$ cat src/verilog/idac_pkg.sv
package idac_pkg;

    // geometry of the register bank
    localparam int unsigned IDAC_CODE_W = 8;
    localparam int unsigned IDAC_NUM_CH = 5;
    localparam int unsigned IDAC_NUM_PORT = 4;
    localparam int unsigned IDAC_PTR_W = 3;

    // sub address decode, low three bits only
    localparam logic [2:0] IDAC_SUB_CTRL = 3'h0;
    localparam logic [2:0] IDAC_SUB_CH_FIRST = 3'h1;
    localparam logic [2:0] IDAC_SUB_CH_LAST = 3'h5;

    // control byte fields
    localparam int unsigned IDAC_CTRL_SCALE_BIT = 7;
    localparam int unsigned IDAC_CTRL_PORT_LSB = 0;

    // status byte fields
    localparam int unsigned IDAC_STAT_LOSS_BIT = 7;
    localparam logic [2:0] IDAC_STAT_PAD = 3'h0;

    // reset values
    localparam logic [7:0] IDAC_CTRL_RST = 8'h00;
    localparam logic [7:0] IDAC_CODE_RST = 8'h00;
    localparam logic IDAC_LOSS_RST = 1'b1;

    // serial framing
    localparam logic [3:0] IDAC_BITS_BYTE = 4'h8;
    localparam logic [3:0] IDAC_BIT_ONE = 4'h1;
    localparam logic [3:0] IDAC_BIT_ZERO = 4'h0;
    localparam logic [6:0] IDAC_ADDR_HI_DEF = 7'h28;

    // bus timing kept by the controller, for reference; no check refers to it
    localparam int unsigned IDAC_CLK_MHZ = 125;
    localparam real IDAC_T_LOW_US = 4.7;
    localparam real IDAC_T_HIGH_US = 4.0;
    localparam int unsigned IDAC_T_LOW_CYC = int'($ceil(IDAC_T_LOW_US * IDAC_CLK_MHZ));
    localparam int unsigned IDAC_T_HIGH_CYC = int'($ceil(IDAC_T_HIGH_US * IDAC_CLK_MHZ));

    // transfer phases of the serial slave
    typedef enum logic [3:0] {
        IDAC_IDLE,
        IDAC_ADDR,
        IDAC_ADDR_ACK,
        IDAC_SUB,
        IDAC_SUB_ACK,
        IDAC_WDATA,
        IDAC_WDATA_ACK,
        IDAC_RDATA,
        IDAC_RACK,
        IDAC_IGNORE
    } idac_phase_t;

endpackage

$ cat src/verilog/idac_edge.sv
`timescale 1ns/10ps
module idac_edge
    import idac_pkg::*;
(
    // clock and reset
    input wire logic clk,
    input wire logic rst_b,
    // sampled line
    input wire logic line_in,
    // registered level and edge pulses
    output logic level,
    output logic rise,
    output logic fall
);

    typedef struct packed {
        logic prev;
    } idac_edge_state_t;

    idac_edge_state_t s_q;
    idac_edge_state_t s_d;

    // lines idle high, so reset to high to avoid a false rise
    always_comb begin
        s_d = s_q;
        s_d.prev = line_in;
    end

    always_ff @(posedge clk) begin
        if (!rst_b) begin
            s_q <= '{prev: 1'b1};
        end else begin
            s_q <= s_d;
        end
    end

    assign level = s_q.prev;
    assign rise = line_in & ~s_q.prev;
    assign fall = ~line_in & s_q.prev;

endmodule

$ cat src/verilog/idac_top.sv
// Function
// - reset clears control and channel codes
// - pointer advances after every data byte
// - only low three sub address bits decode
// - control bit7 scale, bits3..0 port drives
// - scale bit picks regulator or supply divider
// - drive bit one turns port sink on
// - channel code is 8-bit unsigned
// - status: loss flag, zeros, port levels
// - loss flag sets on power-up or dip
// - loss clears after status read and stop
// - level bit reports sensed pin level
// - start and stop frame every transfer
// - data line only pulled low or released
// - id pins match low address bits
`timescale 1ns/10ps
module idac_top
    import idac_pkg::*;
#(
    parameter logic [6:0] ADDR_HI = IDAC_ADDR_HI_DEF // arbitrary upper address bits
)
(
    // clock and reset
    input wire logic clk,
    input wire logic rst_b,
    // serial bus
    input wire logic scl_in,
    input wire logic sda_in,
    output logic sda_out,
    output logic sda_oe_b,
    // address select pins
    input wire logic slave_id_pin0,
    input wire logic slave_id_pin1,
    input wire logic slave_id_pin2,
    // supply monitor event
    input wire logic supply_dip,
    // open-collector ports
    input wire logic [IDAC_NUM_PORT-1:0] port_level_in,
    output logic [IDAC_NUM_PORT-1:0] port_out,
    output logic [IDAC_NUM_PORT-1:0] port_drive_oe_b,
    // converter controls
    output logic scale_from_supply,
    output logic [IDAC_CODE_W-1:0] channel0_code,
    output logic [IDAC_CODE_W-1:0] channel1_code,
    output logic [IDAC_CODE_W-1:0] channel2_code,
    output logic [IDAC_CODE_W-1:0] channel3_code,
    output logic [IDAC_CODE_W-1:0] channel4_code,
    // status view
    output logic supply_loss_flag
);

    typedef struct packed {
        idac_phase_t ph;
        logic [3:0] bits;
        logic [7:0] shift;
        logic [IDAC_PTR_W-1:0] ptr;
        logic [7:0] control_byte;
        logic [IDAC_NUM_CH-1:0][IDAC_CODE_W-1:0] channel_code_regs;
        logic loss;
        logic rd_done;
        logic drive_low;
        logic rw;
        logic mnack;
    } idac_state_t;

    idac_state_t s_q;
    idac_state_t s_d;

    logic scl_lvl;
    logic scl_rise;
    logic scl_fall;
    logic sda_lvl;
    logic sda_rise;
    logic sda_fall;
    logic start_ev;
    logic stop_ev;
    logic [6:0] my_addr;
    logic [7:0] status_byte;
    logic byte_full;

    ////////////////////////////////////////////////////////////////////////////
    // line sampling

    idac_edge u_scl_edge (
        .clk(clk),
        .rst_b(rst_b),
        .line_in(scl_in),
        .level(scl_lvl),
        .rise(scl_rise),
        .fall(scl_fall)
    );

    idac_edge u_sda_edge (
        .clk(clk),
        .rst_b(rst_b),
        .line_in(sda_in),
        .level(sda_lvl),
        .rise(sda_rise),
        .fall(sda_fall)
    );

    // data moving while clock stays high marks frame edges
    assign start_ev = sda_fall & scl_lvl & scl_in;
    assign stop_ev = sda_rise & scl_lvl & scl_in;
    assign my_addr = {ADDR_HI[6:3], slave_id_pin2, slave_id_pin1, slave_id_pin0};
    assign status_byte = {s_q.loss, IDAC_STAT_PAD, port_level_in};
    assign byte_full = (s_q.bits == IDAC_BITS_BYTE);

    ////////////////////////////////////////////////////////////////////////////
    // sub address decode

    // upper five bits never reach here; six and seven hit nothing
    function automatic logic is_channel(input logic [IDAC_PTR_W-1:0] p);
        is_channel = (p >= IDAC_SUB_CH_FIRST) && (p <= IDAC_SUB_CH_LAST);
    endfunction

    ////////////////////////////////////////////////////////////////////////////
    // transfer state machine

    always_comb begin
        s_d = s_q;
        if (start_ev) begin
            // a repeated start restarts addressing without a stop
            s_d.ph = IDAC_ADDR;
            s_d.bits = IDAC_BIT_ZERO;
            s_d.drive_low = 1'b0;
        end else if (stop_ev) begin
            s_d.ph = IDAC_IDLE;
            s_d.drive_low = 1'b0;
            s_d.rd_done = 1'b0;
            if (s_q.rd_done) begin
                s_d.loss = 1'b0;
            end
        end else if (scl_rise) begin
            case (s_q.ph)
                IDAC_ADDR, IDAC_SUB, IDAC_WDATA: begin
                    s_d.shift = {s_q.shift[6:0], sda_in};
                    s_d.bits = s_q.bits + IDAC_BIT_ONE;
                end
                IDAC_RACK: begin
                    s_d.mnack = sda_in;
                end
                default: begin
                end
            endcase
        end else if (scl_fall) begin
            case (s_q.ph)
                IDAC_ADDR: begin
                    if (byte_full && (s_q.shift[7:1] == my_addr)) begin
                        s_d.ph = IDAC_ADDR_ACK;
                        s_d.drive_low = 1'b1;
                        s_d.rw = s_q.shift[0];
                    end else if (byte_full) begin
                        s_d.ph = IDAC_IGNORE;
                    end
                end
                IDAC_ADDR_ACK: begin
                    s_d.bits = IDAC_BIT_ZERO;
                    if (s_q.rw) begin
                        s_d.ph = IDAC_RDATA;
                        s_d.shift = status_byte;
                        s_d.drive_low = ~status_byte[7];
                        s_d.bits = IDAC_BIT_ONE;
                    end else begin
                        s_d.ph = IDAC_SUB;
                        s_d.drive_low = 1'b0;
                    end
                end
                IDAC_SUB: begin
                    if (byte_full) begin
                        s_d.ptr = s_q.shift[IDAC_PTR_W-1:0];
                        s_d.ph = IDAC_SUB_ACK;
                        s_d.drive_low = 1'b1;
                    end
                end
                IDAC_SUB_ACK, IDAC_WDATA_ACK: begin
                    s_d.ph = IDAC_WDATA;
                    s_d.bits = IDAC_BIT_ZERO;
                    s_d.drive_low = 1'b0;
                end
                IDAC_WDATA: begin
                    if (byte_full) begin
                        // unmapped pointers still ack but store nothing
                        if (s_q.ptr == IDAC_SUB_CTRL) begin
                            s_d.control_byte = s_q.shift;
                        end else if (is_channel(s_q.ptr)) begin
                            s_d.channel_code_regs[s_q.ptr - IDAC_SUB_CH_FIRST] = s_q.shift;
                        end
                        s_d.ptr = s_q.ptr + 3'h1;
                        s_d.ph = IDAC_WDATA_ACK;
                        s_d.drive_low = 1'b1;
                    end
                end
                IDAC_RDATA: begin
                    if (byte_full) begin
                        s_d.ph = IDAC_RACK;
                        s_d.drive_low = 1'b0;
                        s_d.rd_done = 1'b1;
                    end else begin
                        s_d.drive_low = ~s_q.shift[6];
                        s_d.shift = {s_q.shift[6:0], 1'b0};
                        s_d.bits = s_q.bits + IDAC_BIT_ONE;
                    end
                end
                IDAC_RACK: begin
                    if (s_q.mnack) begin
                        s_d.ph = IDAC_IGNORE;
                    end else begin
                        s_d.ph = IDAC_RDATA;
                        s_d.shift = status_byte;
                        s_d.drive_low = ~status_byte[7];
                        s_d.bits = IDAC_BIT_ONE;
                    end
                end
                default: begin
                end
            endcase
        end
        // a dip in the same cycle as a clear must not be lost
        if (supply_dip) begin
            s_d.loss = 1'b1;
        end
    end

    // power-up comes through reset, so the loss flag resets to one
    always_ff @(posedge clk) begin
        if (!rst_b) begin
            s_q.ph <= IDAC_IDLE;
            s_q.bits <= IDAC_BIT_ZERO;
            s_q.shift <= 8'h00;
            s_q.ptr <= IDAC_SUB_CTRL;
            s_q.control_byte <= IDAC_CTRL_RST;
            s_q.channel_code_regs <= {IDAC_NUM_CH{IDAC_CODE_RST}};
            s_q.loss <= IDAC_LOSS_RST;
            s_q.rd_done <= 1'b0;
            s_q.drive_low <= 1'b0;
            s_q.rw <= 1'b0;
            s_q.mnack <= 1'b0;
        end else begin
            s_q <= s_d;
        end
    end

    ////////////////////////////////////////////////////////////////////////////
    // outputs

    // the data line is never driven high; release lets the pull-up win
    assign sda_out = 1'b0;
    assign sda_oe_b = ~s_q.drive_low;
    // a cleared drive bit leaves the pin free for sensing
    assign port_out = '0;
    assign port_drive_oe_b = ~s_q.control_byte[IDAC_CTRL_PORT_LSB +: IDAC_NUM_PORT];
    assign scale_from_supply = s_q.control_byte[IDAC_CTRL_SCALE_BIT];
    assign channel0_code = s_q.channel_code_regs[0];
    assign channel1_code = s_q.channel_code_regs[1];
    assign channel2_code = s_q.channel_code_regs[2];
    assign channel3_code = s_q.channel_code_regs[3];
    assign channel4_code = s_q.channel_code_regs[4];
    assign supply_loss_flag = s_q.loss;

    logic wr_store;
    assign wr_store = (s_q.ph == IDAC_WDATA) && byte_full && scl_fall && !start_ev && !stop_ev;

    // a falling clock with no frame edge in the same cycle
    logic fall_only;
    assign fall_only = scl_fall && !start_ev && !stop_ev;
endmodule

$ cat config.mk
export PLATFORM = sky130hd
export DESIGN_NAME = idac_top
export DESIGN_NICKNAME = d
export VERILOG_FILES = /design/src/verilog/idac_pkg.sv /design/src/verilog/idac_edge.sv /design/src/verilog/idac_top.sv
export SDC_FILE = /design/constraint.sdc
export NUM_CORES = 1
export LEC_CHECK = 0
export BUFFER_PORTS_ARGS = -buffer_cell sky130_fd_sc_hd__buf_2
export CAP_MARGIN = 20
export CORE_MARGIN = 4
export CORE_UTILIZATION = 40
export DETAILED_ROUTE_END_ITERATION = 6
export PLACE_DENSITY = 0.66
export SLEW_MARGIN = 5
export SYNTH_ARGS = -nofsm -noshare
export SYNTH_HDL_FRONTEND = slang
export SYNTH_SLANG_ARGS = --single-unit
$ cat constraint.sdc
create_clock -name clk -period 2.57 [get_ports clk]
set_clock_uncertainty 0.15 [all_clocks]
set_input_delay 0.257 -clock clk [delete_from_list [all_inputs] [get_ports clk]]
set_output_delay 0.257 -clock clk [all_outputs]
set_load 0.01 [all_outputs]
# Word-level counts from Yosys, hierarchy flattened
# Cells that the tools add are included.
dict set report op_classes {
  n_lt_le_gt_ge 4
  n_addsub 3
  div 0
  n_mul 0
  bitwise 20
  reduce_logical 33
  eq_ne 31
  shift 0
  n_mux 58
}
# cell n
set ops {}
lappend ops {{2-to-1 mux 51 bit} 7}
lappend ops {{2-to-1 mux 12 bit} 10}
lappend ops {{2-to-1 mux 40 bit} 2}
lappend ops {{2-to-1 mux 64 bit} 1}
lappend ops {{2-to-1 mux 63 bit} 1}
lappend ops {{2-to-1 mux 48 bit} 1}
lappend ops {{bitwise mux 40 bit} 1}
lappend ops {{!= test 6 bit (second input constant)} 5}
lappend ops {{case mux 4 bit (7 select lines)} 1}
lappend ops {{AND reduction 7 bit} 4}
lappend ops {{demux 8 bit (select 3 bit)} 1}
lappend ops {{2-to-1 mux 4 bit} 6}
lappend ops {{case mux 8 bit (3 select lines)} 1}
lappend ops {{!= test 5 bit (second input constant)} 4}
lappend ops {{AND reduction 6 bit} 3}
lappend ops {{== test 4 x 3 -> 1 bit (second input constant)} 4}
lappend ops {{2-to-1 mux 8 bit} 2}
lappend ops {{case mux 4 bit (4 select lines)} 1}
lappend ops {{AND reduction 8 bit} 2}
lappend ops {{2-to-1 mux 2 bit} 7}
lappend ops {{2-to-1 mux 3 bit} 4}
lappend ops {{!= test 4 bit (second input constant)} 3}
lappend ops {{inverter 1 bit} 11}
lappend ops {{nonzero test 2 bit} 5}
lappend ops {{34 further kinds} 62}
dict set report word_totals {
  latchBits 0
  rom_bits 0
  memories 0
  inputBits 12
  mem_bits_rw 0
  register_bits 74
}

# Depth between registers and ports, before layout
# Gate-level depths: netlist of run 1.
dict set report depth {
  depth_word 19
  ltp_mapped 9
  mapped_depth_nobuf 7
}

# By module
# A second synthesis of run 1 with hierarchy kept.
dict set report hier_totals {
  hier_cells 446
  area_unflattened_um2 3933.8
}
# mod cells_per_inst area_each_um2 instances seq_area_each_um2
set by_module_without_submodules {}
lappend by_module_without_submodules {idac_top 438 3856.2 1 1381.3}
lappend by_module_without_submodules {idac_edge 4 38.8 2 20.0}

# Worst setup path after synthesis of run 1
# No wires, ideal clock.
dict set report synth_timing {
  path_type {register to register}
  start {register u_scl_edge.s_q, in the netlist u_scl_edge.level}
  end {register (tool-made name)}
  required_ns 2.293
  t_arrival_ns 2.007
  period_less_slack_ns 2.284
  path_stages_with_launch 8
  path_slack_ns 0.286
  path_cell_list {dfxtp_1 inv_1 ha_1 clkbuf_1 a31o_2 nor4_4 nand4_2 mux2i_1}
}
# element line_no
set synth_lines {}
lappend synth_lines {{from (decl)} idac_edge.sv:20} ;# idac_edge_state_t s_q;
lappend synth_lines {{from (signal assigned)} idac_edge.sv:31} ;# s_q <= '{prev: 1'b1};

==> flow_summary.json, run 1 <==
{
  "class_of_the_worst_hold_path": "input port to flop",
  "num-nets-final": 503,
  "criticalPathCategory": "flop to flop",
  "finalWirelength_mm": 9.54,
  "floorplan.initialDensity": 0.411,
  "fraction_of_final_layout_cells_with_drive_strength_greater_than_1": 0.234,
  "dp.final_hpwl_mm": 7.11,
  "detail-route-antenna-nets": 0,
  "synth_cell_types": 63,
  "seq_area_frac_synth": 0.352,
  "ctsHtreeMaxLevel": 3,
  "routedLengthMet1_mm": 4.57,
  "dpl-instance-area_sq_um": 4210,
  "cts-root-to-sink-buffers": 2,
  "synth_warnings": 0,
  "grt_usage": 0.161,
  "dr_wl_met3_um": 464,
  "die_width_um": 108,
  "route.vias.total": 3227,
  "worstPathArrival_ns": 2.52,
  "final_area_sq_um": 4450,
  "setup.worst_path.start_class": "flop",
  "timing_worst_slew_pin_value_ns": 0.646,
  "static-leakage-power_nw": 2.02,
  "vdd_ir_drop_max_mv": 0.317,
  "required_ns": 2.70,
  "run_status": "completed",
  "detail_route.vias_per_cell": 5.20,
  "drt_pre_antenna_iters": 5,
  "async_reset_ff_frac": 0,
  "finalWeightedCongestion": 0.953,
  "final_min_period_over_clock_period": 0.928,
  "slew-limit-headroom": 0.569,
  "post-route-drc-count": 0,
  "port-buffer-count": 58,
  "wire_length_of_the_first_global_routing_pass_mm": 15.2,
  "grt_max_degree": 39,
  "dr_wl_met2_mm": 4.38,
  "clock-sinks": 71,
  "synth-edff-count": 0,
  "placedCellCount": 603,
  "finalHoldViolations": 0,
  "synth_seq_cells": 71,
  "top_signal_layer_used": "met4",
  "fp.coreArea_sq_um": 9820,
  "synthesis.instances": 456,
  "power_density_nw_per_um2": 510,
  "antenna_found_initial": 0,
  "crit_chain": "inv_1 > ha_1 > a31o_2 > nor4_4 > nand4_2 > mux2i_1",
  "area_growth_syn_to_layout_pct": 10.3,
  "insertedDiodeCount": 0,
  "max_clock_freq_mhz": 419,
  "totalNegativeSetupSlack_ns": 0,
  "final_common_cell": "sky130_fd_sc_hd__dfxtp_1",
  "tritoncts": "done",
  "first_iter_violations": 226,
  "timing.critical_path.to_type": "flop",
  "postSynth.topFlopCell": "sky130_fd_sc_hd__dfxtp_1",
  "post_synth.cell_area_avg_sq_um": 8.85,
  "clock_latency_ns": 0.36,
  "die_h_um": 108,
  "critical-path-slowest-cell": "sky130_fd_sc_hd__dfxtp_1",
  "grt_setup_unrepaired": "false",
  "finalNonFillerCells": 620,
  "cts.clk_slew.worst_paths_ns": 0.08,
  "cap_violations": 0,
  "grt_remaining_overflow": 0,
  "grt_pass1_vias": 3032,
  "cts_resized": 0,
  "syn_std_cell_area_sq_um": 4040,
  "postCtsSetupRepairBufs": 0,
  "crit_path_max_fanout": 9,
  "cts_buffers": 9,
  "routedWlPerCell_um": 15.4,
  "critical_path.max_stage_delay_ns": 0.50,
  "floorplan.die_area_sq_um": 11800,
  "final_cell_mix": "sky130_fd_sc_hd__dfxtp_1 (71), sky130_fd_sc_hd__nand2_1 (67), sky130_fd_sc_hd__buf_2 (58)",
  "final_max_slew_viol_count": 0,
  "clock_tree.root_cell": "sky130_fd_sc_hd__clkbuf_8",
  "setup_viol": 0,
  "boundaryPins": 64,
  "std_cell_rows": 36,
  "finalWorstPathRequiredPeriod_ns": 2.39
}
==> Yosys cell counts (all sizes together), types with 4 or more instances <==
library cell	count	area (sq um)
a21oi	13	65.1
a22o	6	52.6
a31o	4	35.0
buf	54	384
clkbuf	12	46.3
dfxtp	71	1420
ha	9	113
inv	22	82.6
mux2i	51	510
nand2	67	251
nand2b	7	43.8
nand3	19	110
nand4	4	31.3
nor2	14	52.6
nor2b	14	87.6
nor3	8	45.0
nor4	4	46.3
o21ai	18	90.1
xor2	5	43.8
==> power breakdown <==
group / internal [mW] / leakage [nW] / switching [mW]
Combinational: 0.0434 / 1.34 / 0.0844
Clock: 0.560 / 0.112 / 0.472
Sequential: 1.10 / 0.572 / 0.00701
Total: 1.71 / 2.02 / 0.563
==> final cells by class <==
cell class	count	area (sq um)
Inverter	22	82.6
Clock inverter	7	105
Multi-Input combinational cell	301	2120
Timing Repair Buffer	77	435
Fill cell	990	5370
Sequential cell	71	1420
Clock buffer	9	124
Tap cell	133	166
==> final timing paths <==
| kind | startpoint | to | slack [ns] | cells after the start |
|---|---|---|---|---|
| max | u_scl_edge.level | flop | 0.18 | 6 |
| min | sda_in | u_sda_edge.level | 0.07 | 2 |
| max reg2reg | u_scl_edge.level | flop | 0.18 | 6 |
| min reg2reg | flop | flop | 0.31 | 2 |
==> worst max-delay path: cells and delay by family, from the launching register on <==
| kind | cells | cell delay, ns |
|---|---|---|
| DFF | 1 | 0.50 |
| and+or+nand+nor | 2 | 0.76 |
| buffers and inverters | 1 | 0.12 |
| adders and majority gates | 1 | 0.21 |
| muxes | 1 | 0.27 |
| AOI/OAI and AO/OA | 1 | 0.30 |
==> routing by layer <==
metal	up-vias	global-route usage
met5	-	0
met4	0	0.0631
met3	11	0.0245
met2	102	0.248
met1	1523	0.226
li1	1591	-
==> stage by stage <==
stage	power (mW)	hold WS, ns	utilization	setup slack (ns)
floorplan	1.23	0.208	-	0.286
global placement	1.26	0.294	0.429	0.293
detailed placement	1.26	0.300	0.429	0.210
CTS	2.29	0.0633	0.453	0.193
global route	2.34	0.0829	0.453	0.0393
finish	2.27	0.0689	0.453	0.184
==> timing repair <==
action | 4_1_cts | 5_1_grt
endpoints found under the hold margin | 1 | 0
hold buffers | 1 | 0
endpoints found under the setup margin | 0 | 0
==> kinds of logic after synthesis <==
logic type,count (synthesis),share of synthesized area
DFF,71,0.352
and+or+nand+nor,155,0.211
buffers and inverters,88,0.127
adders and majority gates,9,0.0279
AOI/OAI and AO/OA,72,0.133
xor gates and xnor gates,6,0.0130
other,1,0.000929
muxes,54,0.135
Power figures use the tool's default switching activity.
==> run 2, diff against run 1 <==
--- a/config.mk
+++ b/config.mk
@@ -8,9 +8,9 @@
 export BUFFER_PORTS_ARGS = -buffer_cell sky130_fd_sc_hd__buf_2
 export CAP_MARGIN = 20
 export CORE_MARGIN = 4
-export CORE_UTILIZATION = 40
+export CORE_UTILIZATION = 49
 export DETAILED_ROUTE_END_ITERATION = 6
-export PLACE_DENSITY = 0.66
+export PLACE_DENSITY = 0.77
 export SLEW_MARGIN = 5
 export SYNTH_ARGS = -nofsm -noshare
 export SYNTH_HDL_FRONTEND = slang
==> flow_summary.json, run 2 (synthesized netlist as in run 1, its figures left out) <==
{
  "n_fill_cell": 682,
  "final_max_slew_viol_count": 0,
  "fp.coreArea_sq_um": 7890,
  "grt_usage": 0.203,
  "cts-root-to-sink-buffers": 2,
  "route.vias.total": 3319,
  "pwr-share-seq": 0.523,
  "cts.clk_slew.worst_paths_ns": 0.09,
  "totalNegativeSetupSlack_ns": 0,
  "cp-startpoint": "u_scl_edge.level",
  "timing.reg2reg.worst_path_depth": 6,
  "clock_latency_ns": 0.36,
  "grt_max_degree": 46,
  "antenna_found_initial": 0,
  "detail_route.vias_per_cell": 5.65,
  "total_power_mw": 2.13,
  "final_min_period_over_clock_period": 0.973,
  "finalWorstPathRequiredPeriod_ns": 2.50,
  "setup.worst_path.start_class": "flop",
  "dpl-instance-area_sq_um": 4160,
  "final_cell_mix": "sky130_fd_sc_hd__dfxtp_1 (71), sky130_fd_sc_hd__nand2_1 (67), sky130_fd_sc_hd__buf_2 (58)",
  "final_common_cell": "sky130_fd_sc_hd__dfxtp_1",
  "num-nets-final": 501,
  "timing_worst_slew_pin_value_ns": 0.796,
  "post-route-drc-count": 0,
  "die_h_um": 98.8,
  "grt_remaining_overflow": 0,
  "class_of_the_worst_hold_path": "input port to flop",
  "cap_violations": 0,
  "detail-route-antenna-nets": 0,
  "internal_power_mw": 1.53,
  "crit_path_max_fanout": 9,
  "wire_length_of_the_first_global_routing_pass_mm": 16.1,
  "net-switching-power_uw": 598,
  "std_cell_rows": 32,
  "reg2reg_slack_ns": 0.07,
  "clock-sinks": 71,
  "power.combinational.fraction": 0.060,
  "run_status": "completed",
  "grt_pass1_vias": 3252,
  "die_width_um": 98.8,
  "vdd_ir_drop_max_mv": 0.373,
  "finalWirelength_mm": 9.71,
  "max_clock_freq_mhz": 400,
  "first_iter_violations": 271,
  "tritoncts": "done",
  "finalWeightedCongestion": 0.902,
  "finalHoldViolations": 0,
  "final_area_sq_um": 4370,
  "required_ns": 2.71,
  "boundaryPins": 64,
  "area_growth_syn_to_layout_pct": 8.34,
  "port-buffer-count": 58,
  "criticalPathCategory": "flop to flop",
  "setup_viol": 0,
  "clock_power_share": 0.417,
  "fraction_of_final_layout_cells_with_drive_strength_greater_than_1": 0.235,
  "clock_tree.root_cell": "sky130_fd_sc_hd__clkbuf_8",
  "floorplan.initialDensity": 0.512,
  "routedWlPerCell_um": 16.5,
  "cts_buffers": 9,
  "timing.critical_path.to_type": "flop",
  "dp.final_hpwl_mm": 7.15,
  "slew-limit-headroom": 0.469,
  "worstPathArrival_ns": 2.64,
  "critical_path.reg2reg.startpoint": "u_scl_edge.level",
  "grt_setup_unrepaired": "true",
  "insertedDiodeCount": 0,
  "floorplan.die_area_sq_um": 9760,
  "drt_pre_antenna_iters": 5,
  "ctsHtreeMaxLevel": 3,
  "switching_share": 0.281,
  "power_density_nw_per_um2": 486,
  "hold_ws_ns": 0.0436,
  "static-leakage-power_nw": 2.00
}
run 2: cell types whose count changed in the layout (fill, tap and decap cells not counted), moves of 2 or more:
| cell | change |
|---|---|
| sky130_fd_sc_hd__inv_8 | +2 |
| sky130_fd_sc_hd__bufinv_16 | -2 |
| sky130_fd_sc_hd__inv_6 | +2 |
| sky130_fd_sc_hd__buf_4 | -2 |
run 2: metal layers:
layer	share of wire	routed length (um)	GRT usage	up-vias
met5	0	0	0	-
met4	0.019	184	0.0651	0
met3	0.069	668	0.0495	21
met2	0.47	4560	0.326	124
met1	0.44	4300	0.267	1574
li1	-	-	-	1600
run 2: power by group through the flow:
stage / Combinational [mW] / Sequential, mW / Clock, mW
final: 0.127 / 1.11 / 0.886
after CTS: 0.124 / 1.11 / 0.898
after global placement: 0.118 / 1.14 / 0
after global routing: 0.139 / 1.11 / 0.946
after detailed placement: 0.122 / 1.14 / 0
after floorplan: 0.0949 / 1.13 / 0
run 2: repair_timing:
item	4_1_cts	5_1_grt
hold endpoints to repair	1	0
gates resized for setup	0	3
buffers inserted	0	0
hold buffers	1	0
endpoints found under the setup margin	0	17
run 2: worst max-delay path, cell delays in order, from the launching register on:
cell and delay, ns:
sky130_fd_sc_hd__dfxtp_1 0.49, sky130_fd_sc_hd__inv_1 0.13, sky130_fd_sc_hd__ha_1 0.26, sky130_fd_sc_hd__a31o_2 0.32, sky130_fd_sc_hd__nor4_4 0.43, sky130_fd_sc_hd__nand3_2 0.37, sky130_fd_sc_hd__mux2i_1 0.27
run 2: stage by stage:
stage                     std cells   util  setup slack, ns
final                           587  0.555           0.0697
after global routing            587  0.555          -0.0654
after CTS                       587  0.553            0.133
after detailed placement        570  0.527            0.111
after global placement          570  0.527            0.248
after floorplan                 460      -            0.286
run 2: final cells by class:
type	instances	area, sq um	area share
clock buffer	9	124	0.0283
clock inverter	7	68.8	0.0157
inverter	22	82.6	0.0189
multi-input combinational	301	2130	0.487
sequential	71	1420	0.325
tap	102	128	0.0292
timing repair buffer	75	420	0.0961
run 2: how the worst min path moves through the flow:
| stage | start | depth (start not counted) | end | slack (ns) |
|---|---|---|---|---|
| detailed placement | flop | 2 | flop | 0.30 |
| global route | sda_in | 2 | u_sda_edge.level | 0.05 |
| global placement | flop | 2 | flop | 0.29 |
| CTS | sda_in | 2 | u_sda_edge.level | 0.04 |
| floorplan | sda_in | 1 | u_sda_edge.level | 0.21 |
| finish | sda_in | 2 | u_sda_edge.level | 0.04 |
